**config.mk**
```make
export PLATFORM = sky130hd
export DESIGN_NAME = sxd_top
export DESIGN_NICKNAME = d
export VERILOG_FILES = /design/src/rtl/sxd_pkg.sv /design/src/rtl/sxd_top.sv
export SDC_FILE = /design/constraint.sdc
export NUM_CORES = 1
export LEC_CHECK = 0
export BUFFER_PORTS_ARGS = -buffer_cell sky130_fd_sc_hd__buf_4
export CAP_MARGIN = 5
export CORE_MARGIN = 3
export CORE_UTILIZATION = 60
export CTS_BUF_LIST = sky130_fd_sc_hd__clkbuf_16
export DETAILED_ROUTE_END_ITERATION = 10
export PLACE_DENSITY = 0.77
export SLEW_MARGIN = 40
export SYNTH_ARGS = -nofsm -noshare
export SYNTH_HDL_FRONTEND = slang
export SYNTH_SLANG_ARGS = --single-unit
```
**constraint.sdc**
```tcl
create_clock -name clk_i -period 8.1 [get_ports clk_i]
set_clock_uncertainty 0.1 [all_clocks]
set_input_delay 1.62 -clock clk_i [delete_from_list [all_inputs] [get_ports clk_i]]
set_output_delay 1.62 -clock clk_i [all_outputs]
set_load 0.005 [all_outputs]
```
**src/rtl/sxd_pkg.sv**
```systemverilog
// shared constants, descriptor layout and states of the transfer-descriptor spi engine
package sxd_pkg;
  // register byte offsets
  localparam logic [7:0] OFF_CTRL  = 8'h00;
  localparam logic [7:0] OFF_STAT  = 8'h04;
  localparam logic [7:0] OFF_MASK  = 8'h08;
  localparam logic [7:0] OFF_TXD   = 8'h0c;
  localparam logic [7:0] OFF_RXD   = 8'h10;
  localparam logic [7:0] OFF_DESC0 = 8'h30;
  localparam int unsigned NDESC    = 16;
  localparam logic [5:0] NDESC_W   = 6'h10;

  // control word fields
  localparam int unsigned CTRL_START   = 0;
  localparam int unsigned CTRL_STOP    = 1;
  localparam int unsigned CTRL_IDX_LSB = 4;

  // status / mask layout
  localparam int unsigned EV_DONE    = 0;
  localparam int unsigned EV_RX      = 1;
  localparam int unsigned EV_TX      = 2;
  localparam int unsigned NEV        = 3;
  localparam int unsigned ST_ACTIVE  = 8;
  localparam int unsigned ST_CS      = 9;
  localparam int unsigned ST_CUR_LSB = 12;
  localparam int unsigned RXD_VALID  = 8;

  // one descriptor word, msb first
  typedef struct packed {
    logic [14:0] count;
    logic        last;
    logic [3:0]  next;
    logic [1:0]  unit;
    logic        terminate_at_end;
    logic [1:0]  rx_dma;
    logic        rx_en;
    logic [1:0]  tx_dma;
    logic [1:0]  tx_sel;
    logic [1:0]  lanes;
  } sxd_desc_t;
  localparam logic [31:0] DESC_RST = 32'h0;

  localparam logic [1:0] UNIT_BITS  = 2'h0;
  localparam logic [1:0] UNIT_BYTES = 2'h1;
  localparam logic [1:0] UNIT_SEG4  = 2'h2;
  localparam logic [1:0] UNIT_SEG16 = 2'h3;
  localparam logic [2:0] SH_BITS    = 3'h0;
  localparam logic [2:0] SH_BYTES   = 3'h3;
  localparam logic [2:0] SH_SEG4    = 3'h5;
  localparam logic [2:0] SH_SEG16   = 3'h7;

  localparam logic [1:0] TX_OFF  = 2'h0;
  localparam logic [1:0] TX_FIFO = 2'h1;
  localparam logic [1:0] TX_ZERO = 2'h2;
  localparam logic [1:0] TX_ONE  = 2'h3;

  localparam logic [1:0] LN_SINGLE = 2'h0;
  localparam logic [1:0] LN_DUAL   = 2'h1;
  localparam logic [1:0] LN_QUAD   = 2'h2;
  localparam logic [3:0] STEP1     = 4'h1;
  localparam logic [3:0] STEP2     = 4'h2;
  localparam logic [3:0] STEP4     = 4'h4;

  localparam logic [3:0] BYTE_BITS = 4'h8;
  localparam logic [3:0] SCK_HALF  = 4'h2;

  typedef enum logic [2:0] {
    ST_IDLE,
    ST_LOAD,
    ST_LO,
    ST_HI,
    ST_HOLD
  } sxd_state_t;
endpackage

```
**src/rtl/sxd_top.sv**
```systemverilog
// descriptor-chained single/dual/quad spi master engine with wishbone registers
// Operation
// - count in bits 31:17, zero runs forever
// - last descriptor sets done on finish
// - successor index bits 15:12, self allowed
// - unit field: bits, bytes, 4B, 16B
// - terminate set on last descriptor: release cs, go idle
// - terminate clear: cs held, stay active
// - rx dma size nonzero requests rx draining
// - rx dma size 1,2,4 bytes; 0 off
// - rx enable stores received data
// - tx dma size nonzero requests tx fill
// - tx select 3 ones, 2 zeros, no fifo
// - tx select 1 shifts fifo data out
// - tx select 0 leaves lines undriven
// - sixteen identical descriptor registers
//
// Local design decision: the Wishbone slave port.
`timescale 1ns/1ps
`default_nettype none
module sxd_top (
  input  wire logic        clk_i,
  input  wire logic        rst_i,
  input  wire logic        cyc_i,
  input  wire logic        stb_i,
  input  wire logic        we_i,
  input  wire logic [7:0]  adr_i,
  input  wire logic [3:0]  sel_i,
  input  wire logic [31:0] dat_i,
  output logic      [31:0] dat_o,
  output logic             ack_o,
  output logic             sclk_o,
  output logic             cs_n_o,
  output logic      [3:0]  io_o,
  output logic      [3:0]  io_oe_n_o,
  input  wire logic [3:0]  io_i,
  output logic             tx_dma_req_o,
  output logic             rx_dma_req_o,
  output logic      [1:0]  tx_dma_size_o,
  output logic      [1:0]  rx_dma_size_o,
  input  wire logic        dma_term_i,
  output logic             irq_o
);
  sxd_pkg::sxd_desc_t  desc_r [sxd_pkg::NDESC];
  sxd_pkg::sxd_desc_t  cur;
  sxd_pkg::sxd_state_t state_r;
  logic [3:0]  cur_idx_r;
  logic [3:0]  hcnt_r;
  logic [3:0]  bit_cnt_r;
  logic [21:0] bits_done_r;
  logic [7:0]  tx_sh_r;
  logic [7:0]  rx_sh_r;
  logic [7:0]  tx_data_r;
  logic        tx_full_r;
  logic [7:0]  rx_data_r;
  logic        rx_full_r;
  logic [sxd_pkg::NEV-1:0] stat_r;
  logic [sxd_pkg::NEV-1:0] mask_r;
  logic        ack_r;
  logic [31:0] dat_r;
  logic        rd_took_r;

  // bus decode: one wait state, the access lands on the edge that sees ack
  logic        req;
  logic        acc;
  logic        wr;
  logic [5:0]  wix;
  logic        desc_hit;
  logic        start_p;
  logic        stop_p;
  assign req      = cyc_i & stb_i;
  assign acc      = req & ack_r;
  assign wr       = acc & we_i;
  assign wix      = adr_i[7:2] - sxd_pkg::OFF_DESC0[7:2];
  assign desc_hit = (adr_i[7:2] >= sxd_pkg::OFF_DESC0[7:2]) && (wix < sxd_pkg::NDESC_W);
  assign start_p  = wr && adr_i == sxd_pkg::OFF_CTRL && sel_i[0] && dat_i[sxd_pkg::CTRL_START];
  assign stop_p   = wr && adr_i == sxd_pkg::OFF_CTRL && sel_i[0] && dat_i[sxd_pkg::CTRL_STOP];

  assign cur = desc_r[cur_idx_r];

  // engine datapath terms
  logic [3:0]  step;
  logic [2:0]  ush;
  logic [21:0] total_bits;
  logic [21:0] bits_nxt;
  logic [3:0]  bit_nxt;
  logic        fin;
  logic        byte_end;
  logic        half_end;
  logic        step_end;
  logic        desc_end;
  logic        can_go;
  logic [7:0]  rx_sh_nxt;
  logic [7:0]  tx_sh_nxt;
  logic [7:0]  fill;

  always_comb begin
    case (cur.lanes)
      sxd_pkg::LN_DUAL: begin
        step      = sxd_pkg::STEP2;
        rx_sh_nxt = {rx_sh_r[5:0], io_i[1:0]};
        tx_sh_nxt = {tx_sh_r[5:0], 2'h0};
      end
      sxd_pkg::LN_QUAD: begin
        step      = sxd_pkg::STEP4;
        rx_sh_nxt = {rx_sh_r[3:0], io_i[3:0]};
        tx_sh_nxt = {tx_sh_r[3:0], 4'h0};
      end
      default: begin
        step      = sxd_pkg::STEP1;
        rx_sh_nxt = {rx_sh_r[6:0], io_i[1]};
        tx_sh_nxt = {tx_sh_r[6:0], 1'h0};
      end
    endcase
  end

  always_comb begin
    case (cur.unit)
      sxd_pkg::UNIT_BYTES: ush = sxd_pkg::SH_BYTES;
      sxd_pkg::UNIT_SEG4:  ush = sxd_pkg::SH_SEG4;
      sxd_pkg::UNIT_SEG16: ush = sxd_pkg::SH_SEG16;
      default:             ush = sxd_pkg::SH_BITS;
    endcase
  end

  assign total_bits = {7'h0, cur.count} << ush;
  assign bits_nxt   = bits_done_r + {18'h0, step};
  // a zero count never finishes; only stop or dma termination ends it
  assign fin        = (cur.count != 15'h0) && (bits_nxt >= total_bits);
  assign bit_nxt    = bit_cnt_r + step;
  assign byte_end   = bit_nxt >= sxd_pkg::BYTE_BITS;
  assign half_end   = hcnt_r == sxd_pkg::SCK_HALF - 4'h1;
  assign step_end   = state_r == sxd_pkg::ST_HI && half_end;
  assign desc_end   = step_end && (fin || dma_term_i);
  // a byte only starts with tx data on hand and room for what comes back
  assign can_go     = !(cur.tx_sel == sxd_pkg::TX_FIFO && !tx_full_r) && !(cur.rx_en && rx_full_r);

  always_comb begin
    case (cur.tx_sel)
      sxd_pkg::TX_ONE:  fill = 8'hff;
      sxd_pkg::TX_FIFO: fill = tx_data_r;
      default:          fill = 8'h00;
    endcase
  end

  // serial engine
  always_ff @(posedge clk_i) begin
    if (rst_i) begin
      state_r     <= sxd_pkg::ST_IDLE;
      cur_idx_r   <= 4'h0;
      hcnt_r      <= 4'h0;
      bit_cnt_r   <= 4'h0;
      bits_done_r <= 22'h0;
      tx_sh_r     <= 8'h00;
      rx_sh_r     <= 8'h00;
    end else if (stop_p) begin
      state_r <= sxd_pkg::ST_IDLE;
    end else begin
      case (state_r)
        sxd_pkg::ST_IDLE, sxd_pkg::ST_HOLD: begin
          if (start_p) begin
            cur_idx_r   <= dat_i[sxd_pkg::CTRL_IDX_LSB +: 4];
            bits_done_r <= 22'h0;
            bit_cnt_r   <= 4'h0;
            state_r     <= sxd_pkg::ST_LOAD;
          end
        end
        sxd_pkg::ST_LOAD: begin
          if (can_go) begin
            tx_sh_r <= fill;
            hcnt_r  <= 4'h0;
            state_r <= sxd_pkg::ST_LO;
          end
        end
        sxd_pkg::ST_LO: begin
          hcnt_r <= hcnt_r + 4'h1;
          if (half_end) begin
            rx_sh_r <= rx_sh_nxt;
            hcnt_r  <= 4'h0;
            state_r <= sxd_pkg::ST_HI;
          end
        end
        sxd_pkg::ST_HI: begin
          hcnt_r <= hcnt_r + 4'h1;
          if (half_end) begin
            hcnt_r      <= 4'h0;
            tx_sh_r     <= tx_sh_nxt;
            bits_done_r <= bits_nxt;
            bit_cnt_r   <= byte_end ? 4'h0 : bit_nxt;
            if (desc_end && cur.last) begin
              // terminate only honoured on the final descriptor
              state_r <= cur.terminate_at_end ? sxd_pkg::ST_IDLE : sxd_pkg::ST_HOLD;
            end else if (desc_end) begin
              cur_idx_r   <= cur.next;
              bits_done_r <= 22'h0;
              bit_cnt_r   <= 4'h0;
              state_r     <= sxd_pkg::ST_LOAD;
            end else begin
              state_r <= byte_end ? sxd_pkg::ST_LOAD : sxd_pkg::ST_LO;
            end
          end
        end
        default: state_r <= sxd_pkg::ST_IDLE;
      endcase
    end
  end

  logic ev_rx;
  logic ev_tx;
  logic ev_done;
  assign ev_rx   = step_end && byte_end && cur.rx_en;
  assign ev_tx   = state_r == sxd_pkg::ST_LOAD && can_go && !stop_p &&
                   cur.tx_sel == sxd_pkg::TX_FIFO;
  assign ev_done = desc_end && cur.last && !stop_p;

  // transmit holding byte; a write while full is dropped
  always_ff @(posedge clk_i) begin
    if (rst_i) begin
      tx_data_r <= 8'h00;
      tx_full_r <= 1'b0;
    end else if (ev_tx) begin
      tx_full_r <= 1'b0;
    end else if (wr && adr_i == sxd_pkg::OFF_TXD && sel_i[0] && !tx_full_r) begin
      tx_data_r <= dat_i[7:0];
      tx_full_r <= 1'b1;
    end
  end

  // receive holding byte; the engine stalls rather than overwrite it
  always_ff @(posedge clk_i) begin
    if (rst_i) begin
      rx_data_r <= 8'h00;
      rx_full_r <= 1'b0;
    end else if (ev_rx && !stop_p) begin
      // the last lane sample was taken when the clock rose, so the shifter already holds the byte
      rx_data_r <= rx_sh_r;
      rx_full_r <= 1'b1;
    end else if (acc && !we_i && rd_took_r) begin
      rx_full_r <= 1'b0;
    end
  end

  // sticky events, write one to clear, a new event wins over the clear
  always_ff @(posedge clk_i) begin
    if (rst_i) begin
      stat_r <= '0;
    end else begin
      stat_r <= (stat_r & ~((wr && adr_i == sxd_pkg::OFF_STAT && sel_i[0]) ?
                dat_i[sxd_pkg::NEV-1:0] : 3'h0)) | {ev_tx, ev_rx, ev_done};
    end
  end

  always_ff @(posedge clk_i) begin
    if (rst_i) begin
      mask_r <= '0;
    end else if (wr && adr_i == sxd_pkg::OFF_MASK && sel_i[0]) begin
      mask_r <= dat_i[sxd_pkg::NEV-1:0];
    end
  end

  // descriptor file with byte enables
  always_ff @(posedge clk_i) begin
    if (rst_i) begin
      for (int i = 0; i < sxd_pkg::NDESC; i++) begin
        desc_r[i] <= sxd_pkg::DESC_RST;
      end
    end else if (wr && desc_hit) begin
      for (int b = 0; b < 4; b++) begin
        if (sel_i[b]) begin
          desc_r[wix[3:0]][b*8 +: 8] <= dat_i[b*8 +: 8];
        end
      end
    end
  end

  // read mux, captured in the cycle ack is raised
  logic [31:0] rd_mux;
  always_comb begin
    rd_mux = 32'h0;
    if (desc_hit) begin
      rd_mux = desc_r[wix[3:0]];
    end else begin
      case (adr_i)
        sxd_pkg::OFF_CTRL: rd_mux[sxd_pkg::CTRL_IDX_LSB +: 4] = cur_idx_r;
        sxd_pkg::OFF_STAT: begin
          rd_mux[sxd_pkg::NEV-1:0]         = stat_r;
          rd_mux[sxd_pkg::ST_ACTIVE]       = state_r != sxd_pkg::ST_IDLE;
          rd_mux[sxd_pkg::ST_CS]           = !cs_n_o;
          rd_mux[sxd_pkg::ST_CUR_LSB +: 4] = cur_idx_r;
        end
        sxd_pkg::OFF_MASK: rd_mux[sxd_pkg::NEV-1:0] = mask_r;
        sxd_pkg::OFF_TXD:  rd_mux[sxd_pkg::RXD_VALID] = tx_full_r;
        sxd_pkg::OFF_RXD:  rd_mux[sxd_pkg::RXD_VALID:0] = {rx_full_r, rx_data_r};
        default:           rd_mux = 32'h0;
      endcase
    end
  end

  always_ff @(posedge clk_i) begin
    if (rst_i) begin
      ack_r     <= 1'b0;
      dat_r     <= 32'h0;
      rd_took_r <= 1'b0;
    end else begin
      ack_r <= req && !ack_r;
      if (req && !ack_r) begin
        dat_r     <= rd_mux;
        // only a read that saw a full byte may empty it
        rd_took_r <= !we_i && adr_i == sxd_pkg::OFF_RXD && rx_full_r;
      end
    end
  end

  assign ack_o  = ack_r;
  assign dat_o  = dat_r;
  assign irq_o  = |(stat_r & mask_r);
  assign sclk_o = state_r == sxd_pkg::ST_HI;
  assign cs_n_o = state_r == sxd_pkg::ST_IDLE;

  always_comb begin
    io_o      = 4'h0;
    io_oe_n_o = 4'hf;
    case (cur.lanes)
      sxd_pkg::LN_DUAL: io_o = {2'h0, tx_sh_r[7:6]};
      sxd_pkg::LN_QUAD: io_o = tx_sh_r[7:4];
      default:          io_o = {3'h0, tx_sh_r[7]};
    endcase
    // tx select 0 leaves every lane to the slave or floating
    if (state_r != sxd_pkg::ST_IDLE && cur.tx_sel != sxd_pkg::TX_OFF) begin
      case (cur.lanes)
        sxd_pkg::LN_DUAL: io_oe_n_o = 4'hc;
        sxd_pkg::LN_QUAD: io_oe_n_o = 4'h0;
        default:          io_oe_n_o = 4'he;
      endcase
    end
  end

  // dma asks while the descriptor is live and the holding byte needs service
  assign tx_dma_req_o  = state_r != sxd_pkg::ST_IDLE && cur.tx_dma != 2'h0 &&
                         cur.tx_sel == sxd_pkg::TX_FIFO && !tx_full_r;
  assign rx_dma_req_o  = state_r != sxd_pkg::ST_IDLE && cur.rx_dma != 2'h0 &&
                         cur.rx_en && rx_full_r;
  assign tx_dma_size_o = cur.tx_dma;
  assign rx_dma_size_o = cur.rx_dma;

  property p_count_inf;
    @(posedge clk_i) disable iff (rst_i)
    (step_end && cur.count == 15'h0 && !dma_term_i && !stop_p) |=>
      (state_r == sxd_pkg::ST_LO || state_r == sxd_pkg::ST_LOAD);
  endproperty
  a_count_inf: assert property (p_count_inf) else $error("zero count ended");

  property p_done_last;
    @(posedge clk_i) disable iff (rst_i)
    (desc_end && cur.last && !stop_p) |=> stat_r[sxd_pkg::EV_DONE];
  endproperty
  a_done_last: assert property (p_done_last) else $error("done not set");

  property p_next;
    @(posedge clk_i) disable iff (rst_i)
    (desc_end && !cur.last && !stop_p) |=>
      state_r == sxd_pkg::ST_LOAD && cur_idx_r == $past(cur.next) && bits_done_r == 22'h0;
  endproperty
  a_next: assert property (p_next) else $error("successor not taken");

  property p_bytes;
    @(posedge clk_i) disable iff (rst_i)
    (desc_end && !dma_term_i && cur.unit == sxd_pkg::UNIT_BYTES &&
     cur.lanes == sxd_pkg::LN_SINGLE) |-> bits_nxt == {4'h0, cur.count, 3'h0};
  endproperty
  a_bytes: assert property (p_bytes) else $error("byte count wrong");

  property p_term;
    @(posedge clk_i) disable iff (rst_i)
    (desc_end && cur.last && cur.terminate_at_end) |=> cs_n_o && !tx_dma_req_o && !rx_dma_req_o;
  endproperty
  a_term: assert property (p_term) else $error("cs not released");

  property p_hold;
    @(posedge clk_i) disable iff (rst_i)
    (desc_end && cur.last && !cur.terminate_at_end && !stop_p) |=>
      !cs_n_o ##1 (!cs_n_o || $past(stop_p));
  endproperty
  a_hold: assert property (p_hold) else $error("cs dropped");

  property p_rx_off;
    @(posedge clk_i) disable iff (rst_i)
    (state_r == sxd_pkg::ST_HI && !cur.rx_en && !rx_full_r) |=> !rx_full_r;
  endproperty
  a_rx_off: assert property (p_rx_off) else $error("rx stored while off");

  property p_tx_const;
    @(posedge clk_i) disable iff (rst_i)
    (state_r == sxd_pkg::ST_LOAD && can_go && !stop_p && cur.tx_sel == sxd_pkg::TX_ONE &&
     cur.lanes == sxd_pkg::LN_SINGLE) |=> io_o[0] && !io_oe_n_o[0];
  endproperty
  a_tx_const: assert property (p_tx_const) else $error("ones not driven");

  property p_tx_fifo;
    @(posedge clk_i) disable iff (rst_i)
    ev_tx |=> !tx_full_r && tx_sh_r == $past(tx_data_r);
  endproperty
  a_tx_fifo: assert property (p_tx_fifo) else $error("fifo byte not sent");

  property p_tx_off;
    @(posedge clk_i) disable iff (rst_i)
    (cur.tx_sel == sxd_pkg::TX_OFF) |-> io_oe_n_o == 4'hf;
  endproperty
  a_tx_off: assert property (p_tx_off) else $error("line driven while off");

  c_done:  cover property (@(posedge clk_i) disable iff (rst_i) ev_done);
  c_hold:  cover property (@(posedge clk_i) disable iff (rst_i) state_r == sxd_pkg::ST_HOLD);
  c_chain: cover property (@(posedge clk_i) disable iff (rst_i) desc_end && !cur.last);
  c_rx:    cover property (@(posedge clk_i) disable iff (rst_i) ev_rx);
endmodule
`default_nettype wire

```
[After elaboration in Yosys (flattened, before gate mapping)]
Memories as Yosys holds them, arrays and structs flattened. A register that Yosys moved wholly into a read port is not among the register bits.
Cells that the tools add are included.
Widths: inputs -> output; s select.
Operators by class
  $mul: 0
  eq/ne operators: 22
  bitwise operators: 9
  div/mod/pow operators: 0
  add/sub/neg operators: 4
  shift operators: 1
  reduce and logical (&&, ||, !) cells: 71
  mux-type cells: 72
  magnitude comparators: 4
Operator list (count)
  $mux 22: 4
  $mux 4: 17
  $mux 32: 2
  $pmux 8 s2: 4
  $pmux 4 s2: 6
  $pmux 22 s2: 1
  $logic_and 1x1->1: 39
  $reduce_or 32->1: 1
  $add 22x4->22: 1
  $ge 22x22->1: 1
  $mux 1: 22
  $shl 15x3->22: 1
  $mux 3: 7
  $pmux 3 s3: 2
  $eq 8x4->1 const B: 2
  $mux 8: 2
  $reduce_bool 15->1: 1
  $reduce_bool 2->1: 7
  $pmux 3 s4: 1
  $reduce_and 4->1: 3
  $eq 2x2->1 const B: 4
  $eq 8x3->1 const B: 1
  $eq 8x5->1 const B: 1
  $logic_not 8->1: 1
  other kinds (30): 52
Storage, ports and cells
  latch bits: 0
  ROM bits: 0
  bits in registers: 111
  output and inout port bits: 50
  memories kept: 1
  memory bits (writable): 512
Memories
  desc_r: depth 16, bits a word 32, rd ports 2, clocked after memory_dff 1, wr ports 16, RTL line sxd_top.sv:44  | sxd_pkg::sxd_desc_t desc_r [sxd_pkg::NDESC];

[Logic depth before layout (Yosys ltp)]
Gate-level depths: netlist of run 1.
  depth in word-level cells: 13
  mapped depth: 27

[Least setup slack after synthesis of run 1]
OpenSTA, ideal clock, no wires.
  path type: register to register
  start point: register with a tool-made name
  end point: register with a tool-made name
  path buffers: 5
  stages on the path, launching flop included: 25
  slack: 1.550 ns
  library setup time: 0.123 ns
  arrival time: 6.326 ns
  cell sequence: dfxtp_1 -> buf_2 -> buf_2 -> buf_2 -> buf_2 -> buf_2 -> mux4_2 -> mux4_2 -> inv_1 -> ha_1 -> ha_1 -> fa_1 -> a21o_1 -> nand2_1 -> nor2_1 -> xor2_1 -> ha_1 -> a2111oi_0 -> o21ai_0 -> o2111ai_1 -> o2111ai_1 -> a221oi_1 -> a211oi_1 -> o21bai_4 -> mux2_1

==> out/results.txt, run 1 <==
GRT Total Usage - 32.0%
proportion of synthesized area in mux cells - 21.4%
Final ANT Viol Nets - 0
Vias - 22400
Worst Path Arrival - 4900 ps
final hold vios - 0
Synth Area in Simple Gates - 16.3%
Max FO, Critical Path - 41
syn nets - 2601
clk_lat worst skew - 610 ps
final non-filler cell area - 37100 µm²
synthesis-to-layout area growth - 9.80%
reg2reg end - cur_idx_r[0]
Initial Util - 60.9%
Clock Root Buffer - clkbuf_16
Psw - 2.82 mW
# clock sinks - 627
status - finished, final reports clean
Setup TNS - 0 ps
flops & latches, synth - 627
CTS tree - yes
Starting DRT DRC Count - 2809
largest family of logic cells by synthesized area - multiplexers
Pwr Density - 243 nW/µm²
largest net degree at the start of global routing - 104
Core ar. - 55400 µm²
crit end category - output port
FF-to-FF path depth - 20
switching power share of the total - 31.3%
FMAX - 151 MHz
cell area after placement - 35000 µm²
Clock Power Share - 32.3%
EDFF count, synth - 512
fin worst setup slack - 1480 ps
Critical Path RT - 6380 ps
commonest non-fill, non-tap cell in the layout - and2_1
Synth Warn # - 0
Setup violations, final - 0
NumNets Final - 2622
sequential share of power - 41.2%
MaxCap Viol Count - 0
most frequent cells in the layout - and2_1, edfxtp_1, mux4_2, nor2_1, nand2_1
min Tclk post-route - 6620 ps
post-synthesis compound-gate area fraction - 5.44%
PortBufs - 103
Clock Pin Slew Worst Setup and Hold Paths - 70 ps
Worst Hold Depth - 2
crit path launch type - register
WHS Endpoint - bits_done_r[2]
combinational share of power - 26.5%
diodes inserted - 0
worst slew pin tran - 862 ps
WL/cell - 28.1 µm
Die Area - 59200 µm²
first-pass GRT wire length - 142 mm
sequential share of the synthesized area - 52.3%
initial antenna violation count - 1
Post-Place Setup Slack - 1690 ps
flop-to-flop setup slack - 1620 ps
RePlAce Congestion - 0.909
Final Max Tran Viols - 0
setup bufs post-CTS - 0
FP Rows - 86
H-tree levels - 3
critical path class - register to output port
Hold Buf Count CTS - 0
Hold Crit Class - register to register
total power - 9.01 mW
Post-Synthesis Cells - 2504
total CTS buffers - 66
Post-Route WL - 93.3 mm
DR pass1 iterations - 5
Lkg Pwr - 13.3 nW
worst vdd ir - 0.166 mV
num ports - 104
dominant synthesized flop cell - edfxtp_1
Post-Synth Adder-Cell Area - 1.64%
CTS resizes - 0
Hold WS - 360 ps
Die Ht - 243 µm
CTS Buffer Depth - 3
Overflow after GRT - 0
Synth cell types - 67
async set-or-reset flop fraction in the synthesized netlist - 0%
die width - 243 µm
Netlist Area Pre-Place - 33800 µm²
fillcell total - 3847
average via count per standard cell - 6.76
vias in the first global route - 22500
RSZ-0062 raised after global routing - false
Residual DRC - 0
Tcrit/Tclk final - 81.7%
placed wire-length estimate - 63.0 mm
relative slew slack - 42.6%
share of layout cells above drive strength 1 - 23.5%
average size of a mapped cell - 13.5 µm²
XOR/XNOR Fraction of Synth Area - 0.571%
cell internal pwr - 6.19 mW
Hold Startpoint - bits_done_r[2]
-- worst max path at each step --
stage / slack [ps] / cells past startpoint / start / to
after floorplan: 1550 / 24 / register / register
after global placement: 1680 / 20 / register / bits_done_r[19]
after detailed placement: 1690 / 19 / register / cur_idx_r[0]
after CTS: 1400 / 7 / register / tx_dma_req_o
after global routing: 1080 / 19 / register / cur_idx_r[0]
final: 1480 / 7 / register / tx_dma_req_o
-- worst max-delay path, stage by stage, from the launching register on --
cell	delay [ps]
dfxtp_4	740
buf_6	610
buf_4	690
mux4_2	600
mux4_2	630
or3b_1	450
nor3_1	310
buf_4	170
-- registers in the layout, indices dropped and copies added (netlist names), named ones only --
| signal | cells |
|---|---|
| tx_data_r | 8 |
| mask_r | 3 |
| desc_r | 512 |
| rx_data_r | 8 |
| stat_r | 3 |
| rd_took_r | 1 |
| ack_o | 1 |
| rx_sh_r | 8 |
| bit_cnt_r | 4 |
| hcnt_r | 4 |
| dat_o | 32 |
| bits_done_r | 22 |
| tx_sh_r | 8 |
| tx_full_r | 1 |
| cur_idx_r | 4 |
| state_r | 3 |
| rx_full_r | 1 |
-- power by group through the flow --
stage / registers, mW / clock network, mW / logic [mW]
3_3_place_gp: 3.76 / 0 / 2.26
3_5_place_dp: 3.78 / 0 / 2.32
5_1_grt: 3.73 / 3.07 / 2.53
4_1_cts: 3.71 / 2.93 / 2.34
2_1_floorplan: 3.69 / 0 / 1.71
6_report: 3.71 / 2.91 / 2.39
-- synth_stat cells, types with 27 or more instances --
master	count	area share [%]
mux2i_1	28	0.83
nor2_1	189	2.1
nand2_1	126	1.4
o211ai_1	34	0.76
a21oi_1	93	1.4
a22oi_1	56	1.2
or2_2	68	1.3
and2_1	523	9.7
o21ai_0	27	0.40
edfxtp_1	512	46
ha_1	41	1.5
clkbuf_1	137	1.5
dfxtp_1	115	6.8
mux4_2	304	20
-- metrics by stage --
stage / utilization [%] / cells
2_1_floorplan: - / 2504
3_3_place_gp: 63.1 / 3204
3_5_place_dp: 63.2 / 3204
5_1_grt: 66.9 / 3321
4_1_cts: 66.8 / 3320
6_report: 66.9 / 3321
-- logic make-up after synthesis --
kind of cell,after synthesis
flip-flops,627
buffers and inverters,193
AO/OA/AOI/OAI,277
adder cells (fa/ha/maj),43
AND/OR/NAND/NOR,1002
XOR/XNOR,22
multiplexers,340
-- per-layer routing --
metal	share of wire (%)	track usage, %
met5	0.014	0
met4	3.3	11.1
met3	12	7.77
met1	37	43.5
met2	48	51.2
-- cell type report --
cell class	instances	area [µm²]	share of cell area (%)
inverter	13	48.8	0.132
clock buffer	69	1730	4.66
sequential	627	17700	47.7
tap	748	936	2.52
multi-input combinational	1684	15300	41.4
clock inverter	47	294	0.793
timing repair buffer	133	1050	2.84
No activity file was read; power rests on OpenSTA's default activity.
==> run 2, diff against run 1 <==
CORE_UTILIZATION = 57   (was 60)
clock period = 5.85 ns   (was 8.1 ns; I/O delays follow)
==> out/results.txt, run 2 (synthesis gave the netlist of run 1 again) <==
Most common cell on crit path - ha_1
Buf+Inv Stages, Crit Path - 1
final hold vios - 0
vias in the first global route - 22500
crit path launch type - register
die width - 249 µm
RSZ-0062 raised after global routing - false
Setup violations, final - 0
initial antenna violation count - 0
clk_lat worst skew - 600 ps
FF+latch area - 17700 µm²
Hold Startpoint - dat_o[7]
average via count per standard cell - 6.61
Core ar. - 58100 µm²
GRT Total Usage - 29.5%
commonest non-fill, non-tap cell in the layout - and2_1
H-tree levels - 3
FF-to-FF path depth - 19
DR pass1 iterations - 6
Final Max Tran Viols - 0
multi-input logic area - 15400 µm²
min Tclk post-route - 5590 ps
# clock sinks - 627
Clock Root Buffer - clkbuf_16
FMAX - 179 MHz
largest delay contributor family on the critical path - compound AO/OA/AOI/OAI gates
diodes inserted - 0
Final ANT Viol Nets - 0
max reg flops - 512
Hold Buf Count CTS - 0
most flop-heavy register - desc_r
synthesis-to-layout area growth - 10.9%
MaxCap Viol Count - 0
largest net degree at the start of global routing - 98
Tcrit/Tclk final - 95.5%
NumNets Final - 2666
CTS tree - yes
Lkg Pwr - 13.6 nW
WHS Endpoint - dat_o[7]
Residual DRC - 0
Worst Path Arrival - 5970 ps
worst slew pin tran - 906 ps
Clock Pin Slew Worst Setup and Hold Paths - 60 ps
placed wire-length estimate - 63.6 mm
Die Area - 62200 µm²
total CTS buffers - 68
fillcell total - 4193
FP Rows - 88
flop-to-flop setup slack - 260 ps
crit end category - register
Worst Hold Depth - 2
Starting DRT DRC Count - 2790
PortBufs - 103
Max FO, Critical Path - 10
Pwr Density - 333 nW/µm²
Die Ht - 249 µm
first-pass GRT wire length - 139 mm
reg2reg end - cur_idx_r[1]
CTS Buffer Depth - 3
Critical Path RT - 6230 ps
Hold Crit Class - register to register
Initial Util - 58.1%
num ports - 104
WL/cell - 27.1 µm
RePlAce Congestion - 0.927
status - finished, final reports clean
crit path cell chain - mux4_2, mux4_2, inv_1, ha_1, ha_1, fa_1, a21o_1, nand2_1, nor2_2, xor2_1, ha_1, a2111oi_0, o21ai_0, o2111ai_1, o2111ai_2, a221oi_2, a211oi_2, o21bai_4, mux2_1
Setup TNS - 0 ps
Slowest cell on crit path - mux4_2
Vias - 22400
Overflow after GRT - 0
critical path class - register to register
worst vdd ir - 0.259 mV
CP max stage delay - 560 ps
share of layout cells above drive strength 1 - 24.9%
Post-Route WL - 91.6 mm
most frequent cells in the layout - and2_1, edfxtp_1, mux4_2, nor2_1, buf_4
relative slew slack - 39.4%
Hold WS - 359 ps
==> run 2: cell types whose count changed in the layout (fill, tap and decap cells not counted), sizes merged <==
cell      before  now
buf          132  175
clkinv        26   32
clkinvlp       2    1
inv           29   25
==> run 2: how the worst max path moves through the flow <==
stage | start | endpoint | slack, ps | cells past startpoint
2_1_floorplan | register | register | 10 | 24
3_3_place_gp | register | register | 210 | 19
3_5_place_dp | register | cur_idx_r[0] | 200 | 19
4_1_cts | register | cur_idx_r[1] | 160 | 19
5_1_grt | register | cur_idx_r[1] | 60 | 16
6_report | register | cur_idx_r[1] | 260 | 19
==> run 2: per-layer routing <==
metal  wire length [µm]  GRT usage [%]
met1              33700           39.2
met2              44300           47.7
met3               9840           6.85
met4               3700           11.7
met5                 60          0.695
==> run 2: worst min-delay path, cell delays in order, from the launching register on <==
cell and delay [ps]:
dfxtp_1 310, nand2_1 50, a21oi_1 50
==> run 2: area by class of cell <==
type	count	share of cell area [%]
clock buffers	70	4.68
clock inverters	48	0.782
inverters	13	0.130
multi-input cells	1684	41.0
flip-flops and latches	627	47.2
well taps	765	2.55
repair buffers	175	3.65
==> run 2: repair_timing <==
item	CTS	global route
buffers inserted	0	1
setup endpoints to repair	0	26
gates resized for setup	0	5
==> run 2: metrics by stage <==
stage	power (mW)	instance area [µm²]	util (%)	std cells	setup WS [ps]
2_1_floorplan	7.50	33800	-	2504	10.1
3_3_place_gp	8.41	35400	60.8	3263	211
3_5_place_dp	8.49	35400	60.9	3263	201
5_1_grt	12.9	37500	64.4	3382	59.9
6_report	12.5	37500	64.4	3382	263
4_1_cts	12.5	37400	64.4	3381	162
==> run 2: power by group <==
group	total (mW)	internal, mW	switching, mW
clock network	4.02	2.29	1.73
registers	5.10	4.96	0.136
logic	3.36	1.39	1.97
